### config.mk
export PLATFORM = sky130hd
export DESIGN_NAME = ssp_port
export DESIGN_NICKNAME = d
export VERILOG_FILES = /design/src/ssp_pkg.sv /design/src/ssp_port.sv
export SDC_FILE = /design/constraint.sdc
export NUM_CORES = 1
export LEC_CHECK = 0
export BUFFER_PORTS_ARGS = -buffer_cell sky130_fd_sc_hd__buf_2
export CAP_MARGIN = 20
export CELL_PAD_IN_SITES_DETAIL_PLACEMENT = 0
export CELL_PAD_IN_SITES_GLOBAL_PLACEMENT = 2
export CORE_MARGIN = 1.5
export CORE_UTILIZATION = 39
export DETAILED_ROUTE_END_ITERATION = 6
export PLACE_DENSITY_LB_ADDON = 0.1
export SYNTH_ARGS = -nofsm -noshare
export SYNTH_HDL_FRONTEND = slang
export SYNTH_SLANG_ARGS = --single-unit
export TNS_END_PERCENT = 10
### constraint.sdc
create_clock -name clk -period 5.1 [get_ports clk]
set_input_delay 0.51 -clock clk [delete_from_list [all_inputs] [get_ports clk]]
set_output_delay 0.51 -clock clk [all_outputs]
set_load 0.1 [all_outputs]
### src/ssp_pkg.sv
// Shared constants and types for the synchronous serial port
package ssp_pkg;
  // Register addresses
  localparam logic [7:0] ADDR_FLAGS = 8'h0C;
  localparam logic [7:0] ADDR_BUF = 8'h13;
  localparam logic [7:0] ADDR_CON = 8'h14;
  localparam logic [7:0] ADDR_CON2 = 8'h91;
  localparam logic [7:0] ADDR_STAT = 8'h94;
  // Reset values
  localparam logic [7:0] CON_RST = 8'h00;
  localparam logic [7:0] CON2_RST = 8'h00;
  localparam logic [7:0] BUF_RST = 8'h00;
  // Status and flags register field positions
  localparam int STAT_SMP_BIT = 7;
  localparam int STAT_CKE_BIT = 6;
  localparam int STAT_BF_BIT = 0;
  localparam int FLAGS_IRQ_BIT = 0;
  // Mode field encodings
  localparam logic [3:0] MODE_SPI_M_LAST = 4'h3;
  localparam logic [3:0] MODE_SPI_SLV_SS = 4'h4;
  localparam logic [3:0] MODE_SPI_SLV = 4'h5;
  localparam logic [3:0] MODE_I2C_S7 = 4'h6;
  localparam logic [3:0] MODE_I2C_S10 = 4'h7;
  localparam logic [3:0] MODE_I2C_MST = 4'h8;
  // Master SPI half bit times in clock cycles, per rate code
  localparam logic [6:0] HALF_DIV4 = 7'h02;
  localparam logic [6:0] HALF_DIV16 = 7'h08;
  localparam logic [6:0] HALF_DIV64 = 7'h20;
  localparam logic [6:0] HALF_TMR = 7'h40;
  // I2C quarter bit time
  localparam int CLK_PERIOD_NS = 8;
  localparam int I2C_QUARTER_NS = 2500;
  localparam int I2C_Q_CYC = I2C_QUARTER_NS / CLK_PERIOD_NS;
  localparam logic [8:0] I2C_Q_LAST = 9'(I2C_Q_CYC - 1);
  // Byte framing
  localparam logic [7:0] GC_ADDR = 8'h00;
  localparam logic [3:0] BYTE_BITS = 4'h8;
  localparam logic [3:0] LAST_BIT = 4'h7;
  localparam logic [4:0] SPI_EDGES = 5'h10;

  typedef struct packed {
    logic write_collision_flag;
    logic ovf;
    logic en;
    logic ckp;
    logic [3:0] mode;
  } ssp_ctrl_t;

  typedef struct packed {
    logic general_call_enable;
    logic ack_status;
    logic ack_data_value;
    logic ack_sequence_enable;
    logic i2c_receive_enable;
    logic stop_request;
    logic repeated_start_request;
    logic start_request;
  } ssp_ctrl2_t;

  typedef enum logic [2:0] {
    ST_IDLE = 3'b000,
    ST_START = 3'b001,
    ST_RSTART = 3'b010,
    ST_STOP = 3'b011,
    ST_ACK = 3'b100,
    ST_RX = 3'b101,
    ST_TX = 3'b110
  } ssp_state_t;
endpackage

### src/ssp_port.sv
// Synchronous serial port: SPI master/slave, I2C master sequencer, general call
//
// The plain strobed port was chosen for this implementation.
`timescale 1ns/1ps
module ssp_port import ssp_pkg::*; (
  // Clock and reset
  input wire logic clk,
  input wire logic rst_n,
  // Register port
  input wire logic [7:0] addr,
  input wire logic [7:0] wdata,
  input wire logic wr,
  input wire logic rd,
  output logic [7:0] rdata,
  // SPI pins
  input wire logic sck_i,
  output logic sck_o,
  output logic sck_oe_n,
  input wire logic sdi,
  output logic sdo_o,
  output logic sdo_oe_n,
  input wire logic ss_n,
  // I2C pins, open drain
  input wire logic sda_i,
  output logic sda_o,
  output logic sda_oe_n,
  input wire logic scl_i,
  output logic scl_o,
  output logic scl_oe_n,
  // Status levels
  output logic port_interrupt_flag,
  output logic buffer_full
);

  function automatic logic is_spi_master(input logic [3:0] m);
    return m <= MODE_SPI_M_LAST;
  endfunction

  function automatic logic is_spi_slave(input logic [3:0] m);
    return m == MODE_SPI_SLV_SS || m == MODE_SPI_SLV;
  endfunction

  function automatic logic is_i2c_slave(input logic [3:0] m);
    return m == MODE_I2C_S7 || m == MODE_I2C_S10;
  endfunction

  ssp_ctrl_t con_q;
  ssp_ctrl2_t con2_q;
  ssp_state_t st_q, st_d;
  logic smp_q, cke_q, bf_q, irq_q;
  logic [7:0] buf_q, sr_q, sr_d, rdata_q;
  logic busy_q, pend_q, sck_q, sck_prev_q, sdo_q;
  logic [3:0] bits_q, bitn_q, gc_cnt_q;
  logic [4:0] e_q;
  logic [6:0] div_q;
  logic [8:0] qc_q;
  logic [1:0] ph_q;
  logic sda_q, scl_q, sda_n, scl_n, sda_prev_q, scl_prev_q;
  logic [4:0] raw, sync;

  // Every pin input passes two flops; only the second stage is read
  assign raw = {sck_i, sdi, ss_n, sda_i, scl_i};
  generate
    for (genvar i = 0; i < 5; i++) begin : g_sync
      logic a_q, b_q;
      always_ff @(posedge clk) begin
        if (!rst_n) begin
          a_q <= 1'b1;
          b_q <= 1'b1;
        end else begin
          a_q <= raw[i];
          b_q <= a_q;
        end
      end
      assign sync[i] = b_q;
    end
  endgenerate

  wire sck_s = sync[4];
  wire sdi_s = sync[3];
  wire ss_s = sync[2];
  wire sda_s = sync[1];
  wire scl_s = sync[0];

  // Mode decode
  wire spi_m = con_q.en && is_spi_master(con_q.mode);
  wire spi_s = con_q.en && is_spi_slave(con_q.mode);
  wire ss_off = spi_s && con_q.mode == MODE_SPI_SLV_SS && ss_s;
  wire i2c_m = con_q.en && con_q.mode == MODE_I2C_MST;
  wire i2c_s = con_q.en && is_i2c_slave(con_q.mode);

  // Register decode
  wire wr_buf = wr && addr == ADDR_BUF;
  wire wr_con = wr && addr == ADDR_CON;
  wire wr_con2 = wr && addr == ADDR_CON2;
  wire wr_stat = wr && addr == ADDR_STAT;
  wire wr_flags = wr && addr == ADDR_FLAGS;
  wire rd_buf = rd && addr == ADDR_BUF;
  wire xfer = busy_q || bits_q != 4'h0;
  wire buf_wr_ok = wr_buf && !xfer && st_q == ST_IDLE;
  wire collision = wr_buf && !buf_wr_ok;

  // SPI edge generation; the rate code is read only in master modes
  wire [6:0] half = con_q.mode[1:0] == 2'b00 ? HALF_DIV4 :
                    con_q.mode[1:0] == 2'b01 ? HALF_DIV16 :
                    con_q.mode[1:0] == 2'b10 ? HALF_DIV64 : HALF_TMR;
  wire tick = spi_m && busy_q && div_q == half - 7'h01;
  wire tog = tick && e_q != SPI_EDGES;
  wire s_rise = spi_s && !ss_off && sck_s && !sck_prev_q;
  wire s_fall = spi_s && !ss_off && !sck_s && sck_prev_q;
  wire rise = spi_m ? tog && !sck_q : s_rise;
  wire fall = spi_m ? tog && sck_q : s_fall;
  wire out_rise = cke_q ~^ con_q.ckp;
  wire out_ev = out_rise ? rise : fall;
  wire samp_edge = out_rise ? fall : rise;
  // End-of-bit sampling only makes sense where we own the clock
  wire smp_eff = spi_m && smp_q;
  wire pend_set = samp_edge && smp_eff;
  wire samp_now = (samp_edge && !smp_eff) || (pend_q && tick);
  wire spi_done = samp_now && bits_q == LAST_BIT;

  // I2C master sequencing
  wire q_tick = st_q != ST_IDLE && qc_q == I2C_Q_LAST;
  wire bit_st = st_q == ST_TX || st_q == ST_RX;
  wire i2c_samp = q_tick && ph_q == 2'd2 && st_q == ST_RX;
  wire i2c_shift = q_tick && ph_q == 2'd3 && st_q == ST_TX && bitn_q != BYTE_BITS;
  wire ack_smp = q_tick && ph_q == 2'd2 && st_q == ST_TX && bitn_q == BYTE_BITS;
  wire rx_done = q_tick && ph_q == 2'd3 && st_q == ST_RX && bitn_q == LAST_BIT;
  wire seq_done = q_tick && ph_q == 2'd3 &&
                  (!bit_st || rx_done || bitn_q == BYTE_BITS);

  // I2C slave general call watch
  wire gc_bit = i2c_s && scl_s && !scl_prev_q && gc_cnt_q != BYTE_BITS;
  wire gc_start = i2c_s && scl_s && scl_prev_q && !sda_s && sda_prev_q;
  wire gc_hit = gc_bit && gc_cnt_q == LAST_BIT && con2_q.general_call_enable &&
                {sr_q[6:0], sda_s} == GC_ADDR;

  always_comb begin
    sr_d = sr_q;
    if (buf_wr_ok)
      sr_d = wdata;
    else if (samp_now)
      sr_d = {sr_q[6:0], sdi_s};
    else if (i2c_samp || gc_bit)
      sr_d = {sr_q[6:0], sda_s};
    else if (i2c_shift)
      sr_d = {sr_q[6:0], 1'b0};
  end

  always_comb begin
    st_d = ST_IDLE;
    if (buf_wr_ok && i2c_m)
      st_d = ST_TX;
    else if (con2_q.start_request)
      st_d = ST_START;
    else if (con2_q.repeated_start_request)
      st_d = ST_RSTART;
    else if (con2_q.stop_request)
      st_d = ST_STOP;
    else if (con2_q.i2c_receive_enable)
      st_d = ST_RX;
    else if (con2_q.ack_sequence_enable)
      st_d = ST_ACK;
  end

  // Line levels for the phase that the next quarter tick enters
  always_comb begin
    scl_n = ph_q == 2'd1 || ph_q == 2'd2;
    case (st_q)
      ST_START: begin
        sda_n = ph_q == 2'd0;
        scl_n = ph_q < 2'd2;
      end
      ST_RSTART: sda_n = ph_q < 2'd2;
      ST_STOP: begin
        sda_n = ph_q >= 2'd2;
        scl_n = ph_q != 2'd0;
      end
      ST_ACK: sda_n = con2_q.ack_data_value;
      ST_TX: sda_n = bitn_q == BYTE_BITS ? 1'b1 : sr_q[7];
      default: sda_n = 1'b1;
    endcase
  end

  always_ff @(posedge clk) begin
    if (!rst_n || !i2c_m) begin
      st_q <= ST_IDLE;
      ph_q <= 2'd0;
      qc_q <= 9'h000;
      bitn_q <= 4'h0;
      sda_q <= 1'b1;
      scl_q <= 1'b1;
    end else if (st_q == ST_IDLE) begin
      st_q <= st_d;
    end else begin
      qc_q <= q_tick ? 9'h000 : qc_q + 9'h001;
      if (q_tick) begin
        ph_q <= ph_q + 2'd1;
        sda_q <= sda_n;
        scl_q <= scl_n;
        if (bit_st && ph_q == 2'd3)
          bitn_q <= bitn_q + 4'h1;
        if (seq_done) begin
          st_q <= ST_IDLE;
          bitn_q <= 4'h0;
        end
      end
    end
  end

  always_ff @(posedge clk) begin
    if (!rst_n) begin
      con2_q <= ssp_ctrl2_t'(CON2_RST);
    end else begin
      // Request bits stay frozen while a sequence runs
      if (wr_con2)
        con2_q <= st_q == ST_IDLE ? wdata : {wdata[7:5], con2_q[4:0]};
      if (ack_smp)
        con2_q.ack_status <= sda_s;
      if (seq_done && st_q == ST_START)
        con2_q.start_request <= 1'b0;
      if (seq_done && st_q == ST_RSTART)
        con2_q.repeated_start_request <= 1'b0;
      if (seq_done && st_q == ST_STOP)
        con2_q.stop_request <= 1'b0;
      if (rx_done)
        con2_q.i2c_receive_enable <= 1'b0;
      if (seq_done && st_q == ST_ACK)
        con2_q.ack_sequence_enable <= 1'b0;
    end
  end

  always_ff @(posedge clk) begin
    if (!rst_n || !(spi_m || spi_s) || ss_off) begin
      busy_q <= 1'b0;
      bits_q <= 4'h0;
      e_q <= 5'h00;
      pend_q <= 1'b0;
      div_q <= 7'h00;
    end else begin
      if (buf_wr_ok && spi_m)
        busy_q <= 1'b1;
      else if (spi_done)
        busy_q <= 1'b0;
      div_q <= (!busy_q || tick) ? 7'h00 : div_q + 7'h01;
      if (spi_done)
        e_q <= 5'h00;
      else if (tog)
        e_q <= e_q + 5'h01;
      if (samp_now)
        bits_q <= spi_done ? 4'h0 : bits_q + 4'h1;
      pend_q <= pend_set || (pend_q && !tick);
    end
  end

  always_ff @(posedge clk) begin
    if (!rst_n) begin
      sck_q <= 1'b0;
      sdo_q <= 1'b0;
      sck_prev_q <= 1'b1;
      sda_prev_q <= 1'b1;
      scl_prev_q <= 1'b1;
      gc_cnt_q <= BYTE_BITS;
      sr_q <= BUF_RST;
    end else begin
      sck_prev_q <= sck_s;
      sda_prev_q <= sda_s;
      scl_prev_q <= scl_s;
      sr_q <= sr_d;
      if (!busy_q)
        sck_q <= con_q.ckp;
      else if (tog)
        sck_q <= !sck_q;
      if (buf_wr_ok)
        sdo_q <= wdata[7];
      else if (out_ev)
        sdo_q <= samp_now ? sr_q[6] : sr_q[7];
      if (gc_start)
        gc_cnt_q <= 4'h0;
      else if (gc_bit)
        gc_cnt_q <= gc_cnt_q + 4'h1;
    end
  end

  // Register file; hardware sets beat a clearing write in the same cycle
  always_ff @(posedge clk) begin
    if (!rst_n) begin
      con_q <= ssp_ctrl_t'(CON_RST);
      smp_q <= 1'b0;
      cke_q <= 1'b0;
      buf_q <= BUF_RST;
      bf_q <= 1'b0;
      irq_q <= 1'b0;
      rdata_q <= 8'h00;
    end else begin
      if (wr_con)
        con_q <= wdata;
      if (collision)
        con_q.write_collision_flag <= 1'b1;
      if (wr_stat) begin
        smp_q <= wdata[STAT_SMP_BIT];
        cke_q <= wdata[STAT_CKE_BIT];
      end
      if (rd_buf)
        bf_q <= 1'b0;
      if (spi_done || rx_done)
        bf_q <= 1'b1;
      if (spi_done)
        buf_q <= sr_d;
      else if (rx_done)
        buf_q <= sr_q;
      if (wr_flags && !wdata[FLAGS_IRQ_BIT])
        irq_q <= 1'b0;
      if (spi_done || seq_done || gc_hit)
        irq_q <= 1'b1;
      rdata_q <= 8'h00;
      if (rd) begin
        case (addr)
          ADDR_BUF: rdata_q <= buf_q;
          ADDR_CON: rdata_q <= con_q;
          ADDR_CON2: rdata_q <= con2_q;
          ADDR_STAT: rdata_q <= {smp_q, cke_q, 5'h00, bf_q};
          ADDR_FLAGS: rdata_q <= {7'h00, irq_q};
          default: rdata_q <= 8'h00;
        endcase
      end
    end
  end

  assign rdata = rdata_q;
  assign sck_o = sck_q;
  assign sck_oe_n = !spi_m;
  assign sdo_o = sdo_q;
  assign sdo_oe_n = !(spi_m || (spi_s && !ss_off));
  assign sda_o = 1'b0;
  assign sda_oe_n = !(i2c_m && !sda_q);
  assign scl_o = 1'b0;
  assign scl_oe_n = !(i2c_m && !scl_q);
  assign port_interrupt_flag = irq_q;
  assign buffer_full = bf_q;
endmodule // ssp_port

## Word-level counts from Yosys, hierarchy flattened

Index checks and enable logic that the tools add are counted.

- Bits in registers: 101
- Input bits: 25
- Output and inout bits: 18
- Word-level logic and storage cells: 274

- $add $sub $neg: 8
- Magnitude comparators: 3
- Equal/unequal tests: 31
- Muxes and demuxes: 48
- Bitwise logic cells: 3
- Reductions and logical operators: 133

Operators with widths:

| cell | number |
|---|---|
| logical AND 1 bit | 61 |
| two-way mux 8 bit | 7 |
| one-hot mux 8 bit (5 select lines) | 1 |
| == test 4 x 3 -> 1 bit (second input constant) | 7 |
| two-way mux 7 bit | 4 |
| two-way mux 3 bit | 9 |
| nonzero test 2 bit | 12 |
| logical NOT 1 bit | 22 |
| two-way mux 4 bit | 5 |
| logical OR 1 bit | 19 |
| two-way mux 1 bit | 18 |
| == test 8 x 5 -> 1 bit (second input constant) | 2 |
| == test 8 bit (second input constant) | 2 |
| OR reduction 2 bit | 8 |
| adder 4 x 1 -> 4 bit (second input constant) | 3 |
| adder 9 x 1 -> 9 bit (second input constant) | 1 |
| == test 3 bit (second input constant) | 3 |
| == test 9 bit (second input constant) | 1 |
| two-way mux 9 bit | 1 |
| == test 4 bit (second input constant) | 2 |
| == test 8 x 4 -> 1 bit (second input constant) | 1 |
| logical NOT 8 bit | 1 |
| != test 4 bit (second input constant) | 2 |
| AND reduction 2 bit | 4 |
| other kinds (24) | 30 |

## Logic depth before layout (Yosys ltp)

Gate-level depths: netlist of run 1.

- Word-level depth: 17
- Depth in mapped cells: 10
- Depth with buffers taken out: 9

## Least setup slack after synthesis of run 1

No wires, ideal clock.

- Path kind: register to register
- Start: reg con_q[5] (netlist name)
- End: reg sr_q[1]
- Library setup time: 0.132 ns
- Data arrival time: 2.509 ns
- Required time: 4.968 ns
- Path slack: 2.458 ns
- Cell stages (with the launch flop): 9
- Path buffers: 0
- Period minus slack after synthesis: 2.642 ns
- Path through: dfxtp_1 -> nor3b_2 -> inv_1 -> nor4b_2 -> a31oi_2 -> a22oi_2 -> a211oi_4 -> mux2i_1 -> a21oi_1

- Longest elaborated chain between the ends: 13
- Elaborated cells on any way between the ends: 31
- Classes of those cells: mux (6); reduce/logical (25)

Ends and longest elaborated chain:

| what | line | text |
|---|---|---|
| start: declaration | ssp_port.sv:47 | `ssp_ctrl_t con_q;` |
| start signal: assignment | ssp_port.sv:288 | `con_q <= ssp_ctrl_t'(CON_RST);` |
| start signal: assignment | ssp_port.sv:297 | `con_q <= wdata;` |
| logical AND 1 bit | ssp_port.sv:87 | `wire spi_s = con_q.en && is_spi_slave(con_q.mode);` |
| logical AND 1 bit (2 in series) | ssp_port.sv:88 | `wire ss_off = spi_s && con_q.mode == MODE_SPI_SLV_SS && ss_s;` |
| logical NOT 1 bit | ssp_port.sv:109, ssp_port.sv:110 |  |
| logical AND 1 bit | ssp_port.sv:109, ssp_port.sv:110 |  |
| logical AND 1 bit, on equally long branches (2 in series) | ssp_port.sv:109, ssp_port.sv:110 |  |
| two-way mux 1 bit, on equally long branches | ssp_port.sv:111, ssp_port.sv:112 |  |
| two-way mux 1 bit | ssp_port.sv:115 | `wire samp_edge = out_rise ? fall : rise;` |
| logical AND 1 bit | ssp_port.sv:119 | `wire samp_now = (samp_edge && !smp_eff) \|\| (pend_q && tick);` |
| logical OR 1 bit | ssp_port.sv:119 |  |
| two-way mux 8 bit * | ssp_port.sv:142 | `else if (samp_now)` |
| two-way mux 8 bit * | ssp_port.sv:140 | `if (buf_wr_ok)` |
| end signal: assignment | ssp_port.sv:269 | `sr_q <= sr_d;` |
| end: declaration | ssp_port.sv:51 | `logic [7:0] buf_q, sr_q, sr_d, rdata_q;` |

Mark *: on every way between the ends. The rest lies on a longest branch, timed or not.
A chain may end at the register's enable or synchronous reset.

## Final worst setup path of run 1

- Start: reg qc_q[3]
- End: reg st_q[2]

- Longest elaborated chain between the ends: 10
- Elaborated cells on any way between the ends: 11
- Classes of those cells: eq/ne (1); reduce/logical (10)

Ends and longest elaborated chain:

| what | line | text |
|---|---|---|
| start: declaration | ssp_port.sv:56 | `logic [8:0] qc_q;` |
| start signal: assignment | ssp_port.sv:196 | `qc_q <= q_tick ? 9'h000 : qc_q + 9'h001;` |
| == test 9 bit * | ssp_port.sv:123 | `wire q_tick = st_q != ST_IDLE && qc_q == I2C_Q_LAST;` |
| logical AND 1 bit * | ssp_port.sv:123 |  |
| logical AND 1 bit | ssp_port.sv:128, ssp_port.sv:129 |  |
| logical AND 1 bit (2 in series) | ssp_port.sv:128 | `wire rx_done = q_tick && ph_q == 2'd3 && st_q == ST_RX && bitn_q == LAST_BIT;` |
| logical OR 1 bit (2 in series) | ssp_port.sv:130 | `(!bit_st \|\| rx_done \|\| bitn_q == BYTE_BITS);` |
| logical AND 1 bit | ssp_port.sv:129 | `wire seq_done = q_tick && ph_q == 2'd3 &&` |
| nonzero test 2 bit (no source line) | -- |  |
| AND reduction 2 bit (no source line) * | -- |  |
| end signal: assignment | ssp_port.sv:194 | `st_q <= st_d;` |
| end: declaration | ssp_port.sv:49 | `ssp_state_t st_q, st_d;` |

Marks and branches as above.

==> flow_summary.toml, run 1 <==
[run_status]
status = "finished, final reports clean"

[global_routing]
grt_start_max_net_pins = 29
gr-total-overflow = 0
grt_usage_pct = 21.2
grt_pass1_wl_um = 20900
grt_pass1_vias = 3878
grt_antenna_before_repair = 0

[clock_network]
cts-root-buf = "clkbuf_16"
clock_sinks = 101
clock_latency_ps = 350
cts_resized = 0
ctsHoldBuffers = 0
clkTransAtPathRegs_ps = 70
cts_buffer_depth = 2
cts_tree = "done"
cts_setup_buffers = 0
ctsHtreeMaxLevel = 3
cts_buffers = 9

[routing]
vias = 4115
first_pass_iters = 7
via_per_inst = 5.37
ant_nets = 0
routedWlPerCell_um = 16.8
drt_iter0_markers = 289
drt_wl_total_um = 12900
drc = 0

[layout]
final-seq-area_um2 = 2020
multiInputGateArea_um2 = 2650
drive_above_1_share_pct = 14.7
nFillCells = 1196
fin_nets = 632
diodes = 0
final_common_cell = "dfxtp_1"
area_growth_pct = 13.4
final_cell_mix = "dfxtp_1 (101), nor2_1 (71), nand2_1 (48), buf_2 (40), a21oi_1 (34)"

[sta]
relSlewSlack_pct = 28.8
finalSetupTns_ps = 0
slew_violations = 0
rsz0062_at_grt = "no"
fin_crit_ps = 3050
fmax_ghz = 0.328
fin_worst_skew_ps = 6.27
worst_pin_slew_ps = 1060
post-route-period-util_pct = 59.8
setup_violations = 0
final_hold_viol_count = 0

[synth]
ys_types = 77
avgSynthCellArea_um2 = 8.67
synth_top_area_cell = "dfxtp_1"
synth_fa_ha_area_share_pct = 3.35
ys_async_sr_fraction_pct = 0
yosys-top-cells-area = "dfxtp_1 (42%), nor2_1 (5.5%), mux2i_1 (3.7%), nand2_1 (3.7%), a21oi_1 (3.5%)"
synthSimpleGateAreaFrac_pct = 26.1
synth_compound_area_share_pct = 14.5
ys_ff_latch = 101
synth_top_area_share_pct = 41.6
synthesis.area_um2 = 4860
seq_area_frac_synth_pct = 41.6
synth_xor_area_share_pct = 4.87
ys_warn_count = 0
ys.flop_type = "dfxtp_1"
synth_top_family_by_area = "simple AND/OR/NAND/NOR gates"
synthCells = 560
synth_edf_count = 0
synthMuxAreaShare_pct = 5.56

[placed_design]
port_buffers = 40
finalWeightedCongestion = 0.858
place_hpwl_um = 9570

[power_and_ir_drop]
p_sw_w = 0.000329
p_comb_share_pct = 3.0
p_int_w = 0.00123
p_leak_nw = 2.03
ir_drop_mv = 0.194
seqPwrFrac_pct = 51.0
switching_share_pct = 21.1
pwr-share-clk_pct = 46.0
powerDensity_nw_per_um2 = 283
total_power_w = 0.00156

[critical_path]
critPathTopFamily = "simple AND/OR/NAND/NOR gates"
cp-start-kind = "flip-flop"
crit_arrival_ps = 3290
critPathBufInv = 0
r2r_slack_ps = 2050
setup.worst_path.end_class = "flip-flop"
cpMaxStageDelayCell = "nand4_1"
worstPathCellList = "or4b_1, nor4_2, nand4_1, and2_1, nor2_2, nor2_1, a22o_1"
crit_type = "reg2reg"
cp_max_fo = 12
r2r-start = "qc_q[3]$_SDFFE_PP0N_"
max_stage_delay_ps = 620
crit_cells = 7
reg2reg_to = "st_q[2]$_SDFFE_PP0P_"
worstRegToRegCells = 7
required_ps = 5340

[die]
ios = 43
die-height_um = 115
initial_core_util_pct = 40.3
dieArea_um2 = 13100
fp.dieW_um = 115
floorplan.rows = 40
core_region_area_um2 = 12100

[hold_path]
hold_path_depth = 2
hold_end = "g_sync[3].a_q$_SDFF_PN1_"
hp-class = "in2reg"
min_from = "sdi"

[flow_run]
cap_violations = 0
## worst max path at each step
| stage | from | to | slack (ps) |
|---|---|---|---|
| floorplan | con_q[5]$_SDFFE_PN0P_ | sr_q[1]$_SDFF_PN0_ | 2460 |
| global placement | qc_q[3]$_SDFFE_PP0N_ | st_q[1]$_SDFFE_PP0P_ | 2140 |
| detailed placement | qc_q[3]$_SDFFE_PP0N_ | st_q[2]$_SDFFE_PP0P_ | 2090 |
| CTS | qc_q[3]$_SDFFE_PP0N_ | st_q[2]$_SDFFE_PP0P_ | 2070 |
| global route | qc_q[3]$_SDFFE_PP0N_ | st_q[1]$_SDFFE_PP0P_ | 1870 |
| finish | qc_q[3]$_SDFFE_PP0N_ | st_q[2]$_SDFFE_PP0P_ | 2050 |
## power groups by stage
stage               Sequential [W]  Combinational [W]  Clock (W)
CTS                       0.000795          0.0000467   0.000737
global route              0.000796          0.0000503   0.000774
global placement          0.000814          0.0000461          0
detailed placement        0.000814          0.0000466          0
finish                    0.000796          0.0000463   0.000717
floorplan                 0.000813          0.0000285          0
## worst reg2reg max path, delay by kind of cell (launching register included)
kind | cells | cell delay, ps
and+or+nand+nor | 6 | 2340
AOI/OAI and AO/OA | 1 | 240
DFF | 1 | 360
## stage by stage
step	util, %	setup slack (ps)	cells	hold slack (ps)	area, µm²
after floorplan	-	2460	561	386	4860
after global placement	43.1	2140	751	393	5190
after detailed placement	43.1	2090	751	392	5190
after CTS	45.7	2070	767	332	5510
after global routing	45.7	1870	767	323	5510
final	45.7	2050	767	338	5510
## flip-flops by register name, indices dropped and copies added, names as in the netlist, 2 cells and up
name	count
st_q	3
g_sync.a_q	5
bits_q	4
g_sync.b_q	5
qc_q	9
bitn_q	4
sr_q	8
con2_q	8
e_q	5
con_q	8
gc_cnt_q	4
div_q	7
ph_q	2
rdata	8
buf_q	8
## cells in the mapped netlist (13+ instances only)
cell type,n
dfxtp_1,101
nor2_1,71
nand2_1,48
a21oi_1,34
nand3_1,33
o21ai_0,24
nand2b_1,21
inv_1,20
mux2i_1,18
clkbuf_1,15
xor2_1,15
ha_1,13
nand4_1,13
## cells by family (layout without fill, tap and decap cells)
family / Yosys count / in the layout
simple gates: 244 / 244
compound gates: 105 / 105
flops: 101 / 101
buf+inv: 43 / 81
xor+xnor: 27 / 27
mux: 26 / 26
fa+ha+maj: 13 / 13
other cells: 1 / 2
## routing by layer
metal	vias to the layer above	track usage [%]	part of all wire, %
li1	2047	-	-
met1	1967	27.3	47
met2	91	34.7	47
met3	10	5.88	5.0
met4	0	5.83	1.3
met5	-	0	0
## layout make-up
class                           count  area share (%)
Sequential cell                   101            36.7
Multi-Input combinational cell    417            48.1
Clock inverter                      2           0.704
Inverter                           20            1.36
Tap cell                          168            3.82
Timing Repair Buffer               45            4.32
Clock buffer                       14            4.98
(Power assumes the default switching activity.)
==> inputs of run 2 (changes only) <==
--- a/config.mk
+++ b/config.mk
@@ -10,7 +10,7 @@
 export CELL_PAD_IN_SITES_DETAIL_PLACEMENT = 0
 export CELL_PAD_IN_SITES_GLOBAL_PLACEMENT = 2
 export CORE_MARGIN = 1.5
-export CORE_UTILIZATION = 39
+export CORE_UTILIZATION = 33
 export DETAILED_ROUTE_END_ITERATION = 6
 export PLACE_DENSITY_LB_ADDON = 0.1
 export SYNTH_ARGS = -nofsm -noshare
==> constraint.sdc (replaced) <==
create_clock -name clk -period 2.6 [get_ports clk]
set_input_delay 0.26 -clock clk [delete_from_list [all_inputs] [get_ports clk]]
set_output_delay 0.26 -clock clk [all_outputs]
set_load 0.1 [all_outputs]
==> flow_summary.toml, run 2 (synthesis results as in run 1) <==
[layout]
final_common_cell = "dfxtp_1"
diodes = 0
largest_reg_flops = 9
nFillCells = 1496
top_register = "qc_q"
final_cells = 806
final_cell_mix = "dfxtp_1 (101), nor2_1 (71), nand2_1 (48), buf_2 (40), a21oi_1 (34)"
final-seq-area_um2 = 2020
area_growth_pct = 16.9
fin_area_um2 = 5680
multiInputGateArea_um2 = 2650
drive_above_1_share_pct = 18.0
fin_nets = 655

[placed_design]
finalWeightedCongestion = 0.811
place_area_um2 = 5390
place_hpwl_um = 10400
port_buffers = 40
placed_cells = 790

[sta]
worst_pin_slew_ps = 850
slew_violations = 0
fin_worst_skew_ps = 9.43
relSlewSlack_pct = 42.4
post-route-period-util_pct = 94.7
fin_crit_ps = 2460
setup_violations = 0
rsz0062_at_grt = "no"
fmax_ghz = 0.406
final_hold_viol_count = 0

[die]
fp.dieW_um = 124
ios = 43
dieArea_um2 = 15500
core_region_area_um2 = 14500
floorplan.rows = 44
initial_core_util_pct = 33.5
die-height_um = 124

[critical_path]
crit_type = "reg2reg"
crit_arrival_ps = 2700
r2r_slack_ps = 140
setup.worst_path.end_class = "flip-flop"
cp-start-kind = "flip-flop"
required_ps = 2840
cp_max_fo = 5

[routing]
top_layer_used = "met4"
ant_nets = 0
drc = 0
via_per_inst = 5.14
drt_wl_total_um = 13800
routedWlPerCell_um = 17.1
drt_iter0_markers = 240
wl_met3_um = 498
vias = 4139
wl_met1_um = 6590
dr_wl_met2_um = 6290
first_pass_iters = 6

[power_and_ir_drop]
total_power_w = 0.00300
p_leak_nw = 2.14
ir_drop_mv = 0.346
powerDensity_nw_per_um2 = 529

[clock_network]
cts_setup_buffers = 0
clock_latency_ps = 360
ctsHtreeMaxLevel = 3
cts_buffer_depth = 2
clkTransAtPathRegs_ps = 70
cts_resized = 0
cts-root-buf = "clkbuf_16"
cts_tree = "done"
cts_buffers = 9
ctsHoldBuffers = 0
clock_sinks = 101

[global_routing]
grt_usage_pct = 18.4
grt_pass1_wl_um = 22300
gr-total-overflow = 0
grt_pass1_vias = 4035
grt_antenna_before_repair = 0
grt_start_max_net_pins = 25

[run_status]
status = "finished, final reports clean"

[hold_path]
hp-class = "in2reg"

[flow_run]
cap_violations = 0
run 2: power by group:
| part | total [W] | switching (W) | internal (W) |
|---|---|---|---|
| Clock | 0.00135 | 0.000603 | 0.000747 |
| Combinational | 0.0000950 | 0.0000645 | 0.0000306 |
| Sequential | 0.00156 | 0.00000517 | 0.00156 |
| Total | 0.00300 | 0.000672 | 0.00233 |
run 2: metal layers:
| metal | vias to the layer above | track usage, % |
|---|---|---|
| met5 | - | 0 |
| met4 | 0 | 7.78 |
| met3 | 24 | 4.04 |
| met2 | 84 | 28.8 |
| met1 | 1948 | 24.5 |
| li1 | 2083 | - |
run 2: through the flow:
| stage | worst slack (ps) | setup TNS, ps | utilization, % | hold WS (ps) |
|---|---|---|---|---|
| after detailed placement | 169 | 0 | 37.2 | 391 |
| after global routing | 3.32 | 0 | 39.2 | 78.7 |
| after floorplan | -41.5 | -423 | - | 361 |
| after global placement | 172 | 0 | 37.2 | 392 |
| final | 138 | 0 | 39.2 | 82.7 |
| after CTS | 149 | 0 | 39.2 | 72.0 |
run 2: critical path: stages, from the launching register on:
cell      delay [ps]
dfxtp_1          350
or4b_1           580
nor3_1           440
a31o_2           250
a21o_1           190
a211oi_4          70
buf_4            160
mux2i_1          200
a21oi_1          100
run 2: worst paths after layout:
check / from / end / depth (start not counted)
setup / recovery: qc_q[3]$_SDFFE_PP0N_ / sr_q[6]$_SDFF_PN0_ / 8
setup reg to reg: qc_q[3]$_SDFFE_PP0N_ / sr_q[6]$_SDFF_PN0_ / 8
hold reg to reg: g_sync[4].a_q$_SDFF_PN1_ / g_sync[4].b_q$_SDFF_PN1_ / 1
hold / removal: sda_i / g_sync[1].a_q$_SDFF_PN1_ / 2
run 2: cell type report:
| type | count | share of cell area (%) |
|---|---|---|
| clock inverter | 6 | 1.10 |
| sequential | 101 | 35.6 |
| tap | 184 | 4.05 |
| clock buffer | 10 | 4.03 |
| multi-input combinational | 417 | 46.7 |
| inverter | 20 | 1.32 |
| timing repair buffer | 68 | 7.23 |
==> inputs of run 3 (changes only) <==
--- a/config.mk
+++ b/config.mk
@@ -7,7 +7,7 @@
 export LEC_CHECK = 0
 export BUFFER_PORTS_ARGS = -buffer_cell sky130_fd_sc_hd__buf_2
 export CAP_MARGIN = 20
-export CELL_PAD_IN_SITES_DETAIL_PLACEMENT = 0
+export CELL_PAD_IN_SITES_DETAIL_PLACEMENT = 2
 export CELL_PAD_IN_SITES_GLOBAL_PLACEMENT = 2
 export CORE_MARGIN = 1.5
 export CORE_UTILIZATION = 33
==> flow_summary.toml, run 3 (synthesis results as in run 1) <==
[sta]
rsz0062_at_grt = "no"
fin_worst_skew_ps = 12.5
relSlewSlack_pct = 36.3
fin_crit_ps = 2470
slew_violations = 0
timing.hold.ws_ps = 85.8
final_hold_viol_count = 0
worst_pin_slew_ps = 941
setup_violations = 0
post-route-period-util_pct = 95.2
fmax_ghz = 0.404

[clock_network]
cts-root-buf = "clkbuf_16"
cts_setup_buffers = 0
cts_buffers = 9
ctsHoldBuffers = 0
cts_tree = "done"
cts_buffer_depth = 2
clock_sinks = 101
clock_latency_ps = 360
ctsHtreeMaxLevel = 3
clkTransAtPathRegs_ps = 70

[routing]
drc = 0
drt_wl_total_um = 15800
vias = 4270
ant_nets = 0
via_per_inst = 5.30
drt_iter0_markers = 155
routedWlPerCell_um = 19.6
first_pass_iters = 5

[critical_path]
crit_arrival_ps = 2760
required_ps = 2890
cp_max_fo = 7
cp-start-kind = "flip-flop"
critPathBufInv = 1
cpMaxStageDelayCell = "or4_4"
r2r-start = "con_q[0]$_SDFFE_PN0P_"
setup.worst_path.end_class = "flip-flop"
max_stage_delay_ps = 570
path_common_cell = "nand2_4"
reg2reg_to = "bits_q[3]$_SDFFE_PP0P_"
critPathTopFamily = "simple AND/OR/NAND/NOR gates"
r2r_slack_ps = 130
crit_type = "reg2reg"
worstRegToRegCells = 8
worstPathCellList = "or4_4, nand2_4, nand4_1, a22oi_4, buf_4, nand2_4, or4_1, a21oi_1"

[placed_design]
place_hpwl_um = 12200
finalWeightedCongestion = 0.811
port_buffers = 40

[layout]
final_common_cell = "dfxtp_1"
top_register = "qc_q"
diodes = 0
area_growth_pct = 17.6
final_cell_mix = "dfxtp_1 (101), nor2_1 (71), nand2_1 (48), buf_2 (40), a21oi_1 (34)"
largest_reg_flops = 9
nFillCells = 1664
fin_nets = 655
post-route-util_pct = 39.4
drive_above_1_share_pct = 18.2

[die]
initial_core_util_pct = 33.5
fp.dieW_um = 124
core_region_area_um2 = 14500
floorplan.rows = 44
ios = 43
dieArea_um2 = 15500
die-height_um = 124

[hold_path]
min_from = "sck_i"
hp-class = "in2reg"
hold_path_depth = 2
hold_end = "g_sync[4].a_q$_SDFF_PN1_"

[global_routing]
grt_pass1_vias = 4645
grt_pass1_wl_um = 25800
grt_usage_pct = 21.3
gr-total-overflow = 0
grt_start_max_net_pins = 25
grt_antenna_before_repair = 0

[run_status]
status = "finished, final reports clean"

[power_and_ir_drop]
total_power_w = 0.00306
powerDensity_nw_per_um2 = 535
p_leak_nw = 2.14
ir_drop_mv = 0.342

[flow_run]
cap_violations = 0
-- run 3: layout make-up --
type	instances	area (µm²)	share of cell area [%]
clock inverters	3	43.8	0.767
well taps	184	230	4.03
multi-input cells	417	2670	46.7
flip-flops and latches	101	2020	35.4
clock buffers	13	260	4.56
repair buffers	68	410	7.19
inverters	20	75.1	1.31
-- run 3: power breakdown --
group           total, W  internal, W  leakage (nW)  switching [W]
logic          0.0000975    0.0000306          1.17      0.0000668
clock network    0.00140     0.000800         0.150       0.000597
registers        0.00156      0.00156         0.816     0.00000524
-- run 3: per-layer routing --
layer	wire (µm)	track usage, %	vias up
met5	0	0	-
met4	313	6.56	0
met3	427	4.04	18
met2	7770	36.5	59
met1	7270	27.0	2104
li1	-	-	2089
-- run 3: repair_timing --
action | 4_1_cts | 5_1_grt
resized for setup | 0 | 4
hold endpoints to repair | 0 | 0
endpoints found under the setup margin | 0 | 16
-- run 3: worst max path at each step --
stage                           from  slack (ps)  cells after the start                      to
3_3_place_gp    qc_q[3]$_SDFFE_PP0N_         170                      8      sr_q[3]$_SDFF_PN0_
6_report       con_q[0]$_SDFFE_PN0P_         130                      8  bits_q[3]$_SDFFE_PP0P_
3_5_place_dp    qc_q[3]$_SDFFE_PP0N_         130                      8      sr_q[6]$_SDFF_PN0_
2_1_floorplan  con_q[5]$_SDFFE_PN0P_         -40                      8      sr_q[1]$_SDFF_PN0_
4_1_cts         qc_q[3]$_SDFFE_PP0N_         110                      8      sr_q[6]$_SDFF_PN0_
5_1_grt          e_q[0]$_SDFFE_PP0N_           2                     10  bits_q[3]$_SDFFE_PP0P_
-- run 3: through the flow --
step,worst slack (ps),TNS (ps),instances,cell area (µm²)
2_1_floorplan,-41.5,-423,561,4860
3_3_place_gp,172,0,790,5390
3_5_place_dp,130,0,790,5390
4_1_cts,110,0,806,5690
5_1_grt,1.81,0,806,5710
6_report,126,0,806,5710
-- run 3: worst reg2reg max path, cell delays in order (launching register included) --
cell	delay, ps
dfxtp_1	380
or4_4	570
nand2_4	120
nand4_1	230
a22oi_4	240
buf_4	170
nand2_4	70
or4_1	460
a21oi_1	150
